## config.mk

```make
export PLATFORM = sky130hd
export DESIGN_NAME = prs_pin_route
export DESIGN_NICKNAME = d
export VERILOG_FILES = /design/src/rtl/prs_pin_route.v
export VERILOG_INCLUDE_DIRS = /design/src /design/src/rtl
export SDC_FILE = /design/constraint.sdc
export NUM_CORES = 1
export LEC_CHECK = 0
export ABC_AREA = 0
export BUFFER_PORTS_ARGS = -buffer_cell sky130_fd_sc_hd__clkbuf_2
export CAP_MARGIN = 10
export CELL_PAD_IN_SITES_DETAIL_PLACEMENT = 1
export CELL_PAD_IN_SITES_GLOBAL_PLACEMENT = 2
export CORE_MARGIN = 2
export CORE_UTILIZATION = 33
export CTS_CLUSTER_DIAMETER = 150
export DETAILED_ROUTE_END_ITERATION = 8
export PLACE_DENSITY = 0.84
export SLEW_MARGIN = 20
export SYNTH_ARGS = -nofsm -noshare
export SYNTH_HDL_FRONTEND = slang
export SYNTH_SLANG_ARGS = --single-unit
export TNS_END_PERCENT = 50
```

## constraint.sdc

```tcl
create_clock -name i_sys_clk -period 18.55 [get_ports i_sys_clk]
set_input_delay 3.71 -clock i_sys_clk [delete_from_list [all_inputs] [get_ports i_sys_clk]]
set_output_delay 3.71 -clock i_sys_clk [all_outputs]
set_load 0.01 [all_outputs]
```

## src/rtl/prs_defs.vh

```
// Purpose: Constants for the peripheral pin route selector
// Assumes: Registers are reached by word index over Avalon-MM
// Notes:   Pin index of port P bit n is P*8+n, ports A..F are 0..5
`ifndef PRS_DEFS_VH
`define PRS_DEFS_VH

// Register word indices
`define PRS_IDX_SERIAL    3'h2
`define PRS_IDX_TWS       3'h3
`define PRS_IDX_TIMER_A   3'h4
`define PRS_IDX_TIMER_B   3'h5

// Implemented bits of each register, the rest read as zero
`define PRS_MASK_SERIAL   8'h0f
`define PRS_MASK_TWS      8'h33
`define PRS_MASK_TIMER_A  8'h07
`define PRS_MASK_TIMER_B  8'h0f
`define PRS_RESET_VALUE   8'h00

// Field positions
`define PRS_SER0_LSB      0
`define PRS_SER1_LSB      2
`define PRS_SPI_LSB       0
`define PRS_TW_LSB        4
`define PRS_TCA_LAST_CODE 3'h5

// Pin bases (port*8 + pin), -1 means not connected
`define PRS_NONE          -1
`define PRS_PA0           0
`define PRS_PA2           2
`define PRS_PA3           3
`define PRS_PA4           4
`define PRS_PB4           12
`define PRS_PB5           13
`define PRS_PC0           16
`define PRS_PC1           17
`define PRS_PC2           18
`define PRS_PC4           20
`define PRS_PE0           32
`define PRS_PF2           42
`define PRS_PF4           44
`define PRS_PF5           45
`define PRS_PORT_WIDTH    8
`define PRS_NUM_PINS      48

`endif

```

## src/rtl/prs_pin_route.v

```verilog
// Purpose: Routes peripheral signal groups onto port pins over GPIO
// Assumes: Peripheral enables are synchronous to i_sys_clk; pins are not
// Notes:   Pins and oe are registered, one cycle late; returned inputs are three cycles late
`timescale 1ns/1ps
`include "prs_defs.vh"

module prs_pin_route
(
  // Clock and reset
  input  wire        i_sys_clk,
  input  wire        i_rst_n,
  // Avalon-MM slave, word addressed
  input  wire [2:0]  i_avs_address,
  input  wire        i_avs_read,
  input  wire        i_avs_write,
  input  wire [3:0]  i_avs_byteenable,
  input  wire [31:0] i_avs_writedata,
  output reg  [31:0] o_avs_readdata,
  output wire        o_avs_waitrequest,
  // General-purpose port logic, bit P*8+n is pin n of port P
  input  wire [47:0] i_gpio_out,
  input  wire [47:0] i_gpio_oe,
  output reg  [47:0] o_gpio_in,
  // Pads
  input  wire [47:0] i_pin_in,
  output reg  [47:0] o_pin_out,
  output reg  [47:0] o_pin_oe,
  // Serial port zero
  input  wire        i_ser0_en,
  input  wire [3:0]  i_ser0_out,
  input  wire [3:0]  i_ser0_oe,
  output reg  [3:0]  o_ser0_in,
  // Serial port one
  input  wire        i_ser1_en,
  input  wire [3:0]  i_ser1_out,
  input  wire [3:0]  i_ser1_oe,
  output reg  [3:0]  o_ser1_in,
  // Two-wire main pins, bit 1 clock, bit 0 data
  input  wire        i_tw_en,
  input  wire [1:0]  i_tw_out,
  input  wire [1:0]  i_tw_oe,
  output reg  [1:0]  o_tw_in,
  // Two-wire dual-mode slave pins
  input  wire        i_tw_dual_en,
  input  wire [1:0]  i_tws_out,
  input  wire [1:0]  i_tws_oe,
  output reg  [1:0]  o_tws_in,
  // SPI port
  input  wire        i_spi_en,
  input  wire [3:0]  i_spi_out,
  input  wire [3:0]  i_spi_oe,
  output reg  [3:0]  o_spi_in,
  // Timer A waveform outputs
  input  wire        i_tca_en,
  input  wire [5:0]  i_tca_out,
  // Timer B outputs, bit k is timer k
  input  wire [3:0]  i_tcb_en,
  input  wire [3:0]  i_tcb_out
);

  // Reset synchroniser and pad input synchroniser
  reg        rst_s1_q;
  reg        rst_n_q;
  reg [47:0] pin_s1_q;
  reg [47:0] pin_s2_q;
  // Route registers
  reg [7:0]  serial_route_q;
  reg [7:0]  two_wire_and_spi_route_q;
  reg [7:0]  timer_a_route_q;
  reg [7:0]  timer_b_route_q;
  // Bus handshake
  reg        ack_q;
  wire       req;
  wire       wr_take;
  wire [7:0] wr_byte;
  reg  [7:0] rd_d;
  // Combinational pin map
  reg [47:0] out_d;
  reg [47:0] oe_d;
  reg [47:0] gpio_in_d;
  reg [3:0]  ser0_in_d;
  reg [3:0]  ser1_in_d;
  reg [1:0]  tw_in_d;
  reg [1:0]  tws_in_d;
  reg [3:0]  spi_in_d;
  integer    b;
  integer    k;

  // Map a two-bit route code to a pin base, -1 for unconnected
  function integer sel_base;
    input [1:0] code;
    input integer b0;
    input integer b1;
    input integer b2;
    begin
      case (code)
        2'h0:    sel_base = b0;
        2'h1:    sel_base = b1;
        2'h2:    sel_base = b2;
        default: sel_base = `PRS_NONE;
      endcase
    end
  endfunction

  // Reset released through two flops, asserted at once
  always @(posedge i_sys_clk or negedge i_rst_n)
  begin
    if (!i_rst_n)
    begin
      rst_s1_q <= 1'b0;
      rst_n_q  <= 1'b0;
    end
    else
    begin
      rst_s1_q <= 1'b1;
      rst_n_q  <= rst_s1_q;
    end
  end

  // Pads are asynchronous, so they pass two flops before use
  always @(posedge i_sys_clk or negedge rst_n_q)
  begin
    if (!rst_n_q)
    begin
      pin_s1_q <= 48'h0;
      pin_s2_q <= 48'h0;
    end
    else
    begin
      pin_s1_q <= i_pin_in;
      pin_s2_q <= pin_s1_q;
    end
  end

  // One wait cycle per access keeps read data registered
  assign req               = i_avs_read | i_avs_write;
  assign o_avs_waitrequest = req & ~ack_q;
  assign wr_take           = i_avs_write & ack_q & i_avs_byteenable[0];
  assign wr_byte           = i_avs_writedata[7:0];

  // Read decode, unmapped indices read zero
  always @*
  begin
    case (i_avs_address)
      `PRS_IDX_SERIAL:  rd_d = serial_route_q;
      `PRS_IDX_TWS:     rd_d = two_wire_and_spi_route_q;
      `PRS_IDX_TIMER_A: rd_d = timer_a_route_q;
      `PRS_IDX_TIMER_B: rd_d = timer_b_route_q;
      default:          rd_d = 8'h00;
    endcase
  end

  // Register file; reserved codes are stored and read back as written
  always @(posedge i_sys_clk or negedge rst_n_q)
  begin
    if (!rst_n_q)
    begin
      ack_q                    <= 1'b0;
      o_avs_readdata           <= 32'h0;
      serial_route_q           <= `PRS_RESET_VALUE;
      two_wire_and_spi_route_q <= `PRS_RESET_VALUE;
      timer_a_route_q          <= `PRS_RESET_VALUE;
      timer_b_route_q          <= `PRS_RESET_VALUE;
    end
    else
    begin
      ack_q <= req & ~ack_q;
      if (i_avs_read && !ack_q)
        o_avs_readdata <= {24'h0, rd_d};
      if (wr_take)
      begin
        case (i_avs_address)
          `PRS_IDX_SERIAL:
            serial_route_q <= wr_byte & `PRS_MASK_SERIAL;
          `PRS_IDX_TWS:
            two_wire_and_spi_route_q <= wr_byte & `PRS_MASK_TWS;
          `PRS_IDX_TIMER_A:
            timer_a_route_q <= wr_byte & `PRS_MASK_TIMER_A;
          `PRS_IDX_TIMER_B:
            timer_b_route_q <= wr_byte & `PRS_MASK_TIMER_B;
          default:
            ;
        endcase
      end
    end
  end

  // Pin map: GPIO first, then each enabled peripheral on top.
  // Later groups win where two routes share a pin, so software
  // must avoid overlapping choices.
  always @*
  begin
    out_d     = i_gpio_out;
    oe_d      = i_gpio_oe;
    gpio_in_d = pin_s2_q;
    ser0_in_d = 4'h0;
    ser1_in_d = 4'h0;
    tw_in_d   = 2'h0;
    tws_in_d  = 2'h0;
    spi_in_d  = 4'h0;
    // Timer A: six outputs on one port, reserved codes go nowhere
    if (i_tca_en && timer_a_route_q[2:0] <= `PRS_TCA_LAST_CODE)
    begin
      b = timer_a_route_q[2:0] * `PRS_PORT_WIDTH;
      for (k = 0; k < 6; k = k + 1)
      begin
        out_d[b + k] = i_tca_out[k];
        oe_d[b + k]  = 1'b1;
      end
    end
    // Timer B outputs, one pin each
    for (k = 0; k < 4; k = k + 1)
    begin
      case (k)
        0: b = timer_b_route_q[0] ? `PRS_PF4 : `PRS_PA2;
        1: b = timer_b_route_q[1] ? `PRS_PF5 : `PRS_PA3;
        2: b = timer_b_route_q[2] ? `PRS_PB4 : `PRS_PC0;
        default: b = timer_b_route_q[3] ? `PRS_PC1 : `PRS_PB5;
      endcase
      if (i_tcb_en[k])
      begin
        out_d[b] = i_tcb_out[k];
        oe_d[b]  = 1'b1;
      end
    end
    // Serial port zero
    b = sel_base(serial_route_q[`PRS_SER0_LSB +: 2],
                 `PRS_PA0, `PRS_PA4, `PRS_NONE);
    if (i_ser0_en && b >= 0)
    begin
      for (k = 0; k < 4; k = k + 1)
      begin
        out_d[b + k] = i_ser0_out[k];
        oe_d[b + k]  = i_ser0_oe[k];
        ser0_in_d[k] = pin_s2_q[b + k];
      end
    end
    // Serial port one
    b = sel_base(serial_route_q[`PRS_SER1_LSB +: 2],
                 `PRS_PC0, `PRS_PC4, `PRS_NONE);
    if (i_ser1_en && b >= 0)
    begin
      for (k = 0; k < 4; k = k + 1)
      begin
        out_d[b + k] = i_ser1_out[k];
        oe_d[b + k]  = i_ser1_oe[k];
        ser1_in_d[k] = pin_s2_q[b + k];
      end
    end
    // Two-wire main pins; code 3 is reserved and connects nothing
    b = sel_base(two_wire_and_spi_route_q[`PRS_TW_LSB +: 2],
                 `PRS_PA2, `PRS_PA2, `PRS_PC2);
    if (i_tw_en && b >= 0)
    begin
      for (k = 0; k < 2; k = k + 1)
      begin
        out_d[b + k] = i_tw_out[k];
        oe_d[b + k]  = i_tw_oe[k];
        tw_in_d[k]   = pin_s2_q[b + k];
      end
    end
    // Two-wire dual-mode slave pins
    b = sel_base(two_wire_and_spi_route_q[`PRS_TW_LSB +: 2],
                 `PRS_PC2, `PRS_PF2, `PRS_PF2);
    if (i_tw_en && i_tw_dual_en && b >= 0)
    begin
      for (k = 0; k < 2; k = k + 1)
      begin
        out_d[b + k] = i_tws_out[k];
        oe_d[b + k]  = i_tws_oe[k];
        tws_in_d[k]  = pin_s2_q[b + k];
      end
    end
    // SPI port
    b = sel_base(two_wire_and_spi_route_q[`PRS_SPI_LSB +: 2],
                 `PRS_PA4, `PRS_PC0, `PRS_PE0);
    if (i_spi_en && b >= 0)
    begin
      for (k = 0; k < 4; k = k + 1)
      begin
        out_d[b + k] = i_spi_out[k];
        oe_d[b + k]  = i_spi_oe[k];
        spi_in_d[k]  = pin_s2_q[b + k];
      end
    end
  end

  // Registered pad drive and returned inputs; pads float in reset
  always @(posedge i_sys_clk or negedge rst_n_q)
  begin
    if (!rst_n_q)
    begin
      o_pin_out <= 48'h0;
      o_pin_oe  <= 48'h0;
      o_gpio_in <= 48'h0;
      o_ser0_in <= 4'h0;
      o_ser1_in <= 4'h0;
      o_tw_in   <= 2'h0;
      o_tws_in  <= 2'h0;
      o_spi_in  <= 4'h0;
    end
    else
    begin
      o_pin_out <= out_d;
      o_pin_oe  <= oe_d;
      o_gpio_in <= gpio_in_d;
      o_ser0_in <= ser0_in_d;
      o_ser1_in <= ser1_in_d;
      o_tw_in   <= tw_in_d;
      o_tws_in  <= tws_in_d;
      o_spi_in  <= spi_in_d;
    end
  end

endmodule

```

==> metrics.txt <==
fraction of power consumed by the clock network=between 30% and 40%; final wirelength=roughly 37 mm; HP Class=flop to flop; vias in the first global route=roughly 8.6k; post-synthesis register bit count=280; DR vias=7,863; CTS sink count=280; status=completed; CTS resizes=0; post-synth top area cell=dfrtp_1; RSZ-0062 raised after global routing=no; Mapped Area=about 0.011 mm2; combinational cell fraction of total power=between 10% and 20%; Final Instance Area=0.0138 mm2; sequential area share after synthesis=66.0%; Layout Skew=~0.019 ns; fin crit period=a little under 8 ns; Starting Density=33.6%; hold_buf cts=0; P_int=approximately 0.0012 W; drt via density=approximately 4.9; H-tree depth=1; worst-margin pin slew=about 1.1 ns; Final period util=a little over two fifths; relative max-transition margin=about 28%; GRT overflow=0; Die W=roughly 180 um; FF-to-FF Start=rst_n_q; fmax=128 MHz; FP Rows=between 60 and 70; Final setup viols=0; Fin. Hold Viols=0; Core Box Area=approximately 0.032 mm2; 1st-pass router iterations=4; Worst setup SP type=primary input; initial antenna violation count=3; die area=approximately 0.034 mm2; most common cell after layout, fill and taps aside=clkbuf_2; share of post-route cells with drive strength above 1=40.9%; Die Y=between 150 and 200 um; PD cells=between 100 and 150 mW/mm2; post-synth top area share=about two thirds; Peak VDD IR=around 80 uV; CTS root buf=clkbuf_16; CP max FO=3; first-pass GRT wire length=54.3 mm; Net Sw Power=~0.00047 W; crit path DAT=between 4 and 5 ns; DR iter-0 viols=roughly 350; Synth Warn #=0; Slew Viols, Final=0; commonest cells after routing, fill and taps aside=clkbuf_2 (376), dfrtp_1 (279), nand2_1 (63); Total Routing Usage GR=between 20% and 30%; Distinct cells, synth=just over 60; clk buf depth=3; Final ANT Viol Nets=0; hold_sp=gpio_in_d[24]; Synth Flop Type=dfrtp_1; TritonCTS clock tree=yes; Setup TNS Final=0 ns; # IOs=432; ys async rst share=100%; Leak=~6.8 nW; clk_lat worst skew=a little under 0.6 ns; total setup buffers inserted after CTS=0; Worst Setup End Kind=output pin; largest net degree at the start of global routing=77; Area contributors post-synth=dfrtp_1 (66%), mux2i_1 (4.5%), mux2_2 (4.2%); Max Cap Viol=0; Routability Congestion=0.803; Sequential Power Share=a little over two fifths; DP Area=0.0128 mm2; Syn Area/Cell=13.1 um2; Final nets=1,436; ant diodes=0; DP Wirelength=roughly 28 mm; total CTS buffers=31; CP Launch Point=i_avs_write; CP required=roughly 15 ns; Sw Ratio=28.8%; DRC viols=0; clock slew at reported path FFs=around 0.06 ns; I/O Buffers=376; P&R area growth vs syn=30.0%; Synth Instances=around 810; Crit Path Class=primary input to output pin; filler cell count=roughly 3.5k; Post-synth EDFFs=0; DR WL/cell=approximately 23 um
routing by layer:
| layer | up-vias | global-route usage, % | share of wire (%) |
|---|---|---|---|
| li1 | 3510 | - | - |
| met3 | 54 | 5.39 | 7.8 |
| met4 | 4 | 5.92 | 2.0 |
| met5 | - | 0 | 0.070 |
| met1 | 3969 | 25.7 | 39 |
| met2 | 326 | 39.4 | 51 |
registers in the layout (all words and copies together), names as in the netlist:
signal / count
o_ser0_in: 4
o_pin_oe: 48
o_ser1_in: 4
o_avs_readdata: 6
rst_s1_q: 1
o_gpio_in: 48
o_pin_out: 48
ack_q: 1
o_tw_in: 2
pin_s1_q: 48
o_spi_in: 4
serial_route_q: 4
rst_n_q: 1
timer_a_route_q: 3
timer_b_route_q: 4
o_tws_in: 2
gpio_in_d: 48
two_wire_and_spi_route_q: 4
path summary, 6_finish.rpt:
| kind | end | slack, ns | depth (start not counted) |
|---|---|---|---|
| min in group asynchronous | pin_s1_q[24] | 0.43 | 0 |
| setup reg to reg | o_pin_oe[39] | 15.73 | 2 |
| hold / removal | o_gpio_in[24] | 0.34 | 0 |
| setup / recovery | o_avs_waitrequest | 10.73 | 4 |
| hold reg to reg | o_gpio_in[24] | 0.34 | 0 |
| max in group asynchronous | rst_n_q | 15.52 | 1 |
stage by stage:
stage	worst slack, ns	hold WS (ns)	util [%]	instances	power, W
global route	10.69	0.348	43.7	1606	0.00171
detailed placement	10.72	0.336	40.4	1552	0.00103
finish	10.73	0.343	43.7	1606	0.00163
CTS	10.72	0.343	43.7	1606	0.00165
global placement	10.71	0.331	40.4	1552	0.00102
floorplan	10.17	0.331	-	834	0.000889
power groups by stage:
stage	logic (W)	clock network, W	registers [W]
floorplan	0.000155	0	0.000734
global route	0.000334	0.000660	0.000718
detailed placement	0.000307	0	0.000722
global placement	0.000303	0	0.000719
finish	0.000305	0.000617	0.000711
CTS	0.000309	0.000631	0.000712
logic make-up (layout without fill, tap and decap cells):
logic type / Yosys count / after routing / synth area share [%]
other: 2 / 27 / 0.0707
muxes: 96 / 96 / 10.4
and+or+nand+nor: 200 / 200 / 9.66
AOI/OAI and AO/OA: 139 / 139 / 8.34
adders and majority gates: 14 / 14 / 1.65
DFF: 280 / 280 / 66.0
buffers and inverters: 78 / 448 / 3.95
synth_stat cells, types with 3 or more instances:
cell type and count:
a31oi_1 5, nand4_1 3, and3_1 4, o21ai_0 45
nor2_1 50, nand2_1 63, a22oi_1 11, or2_2 4
buf_4 27, mux2_2 40, buf_2 8, nand3_1 6
nand2b_1 18, mux4_2 7, inv_1 12, nand3b_1 5
o31ai_1 3, ha_1 14, o221ai_1 3, o22ai_1 12
a2111oi_0 3, clkbuf_1 27, dfrtp_1 280, and2_1 7
or3b_2 3, a21o_1 3, mux2i_1 48, a21oi_1 28
nor2b_1 9, a211o_1 3, a32oi_1 4, or3_1 3
nand4b_1 5, nor3_1 8
critical path, cell delays in order:
cell and delay (ns):
clkbuf_2 0.10, nor2_1 0.04, nor2_1 0.10, clkbuf_2 0.15
cell type report:
class | instances | area (um2) | share of cell area (%)
inverters | 12 | 45.0 | 0.326
clock buffers | 46 | 912 | 6.60
multi-input cells | 476 | 3300 | 23.9
well taps | 402 | 503 | 3.64
repair buffers | 382 | 1930 | 14.0
flip-flops and latches | 280 | 7010 | 50.8
clock inverters | 8 | 118 | 0.852
No activity file was read; power rests on OpenSTA's default activity.
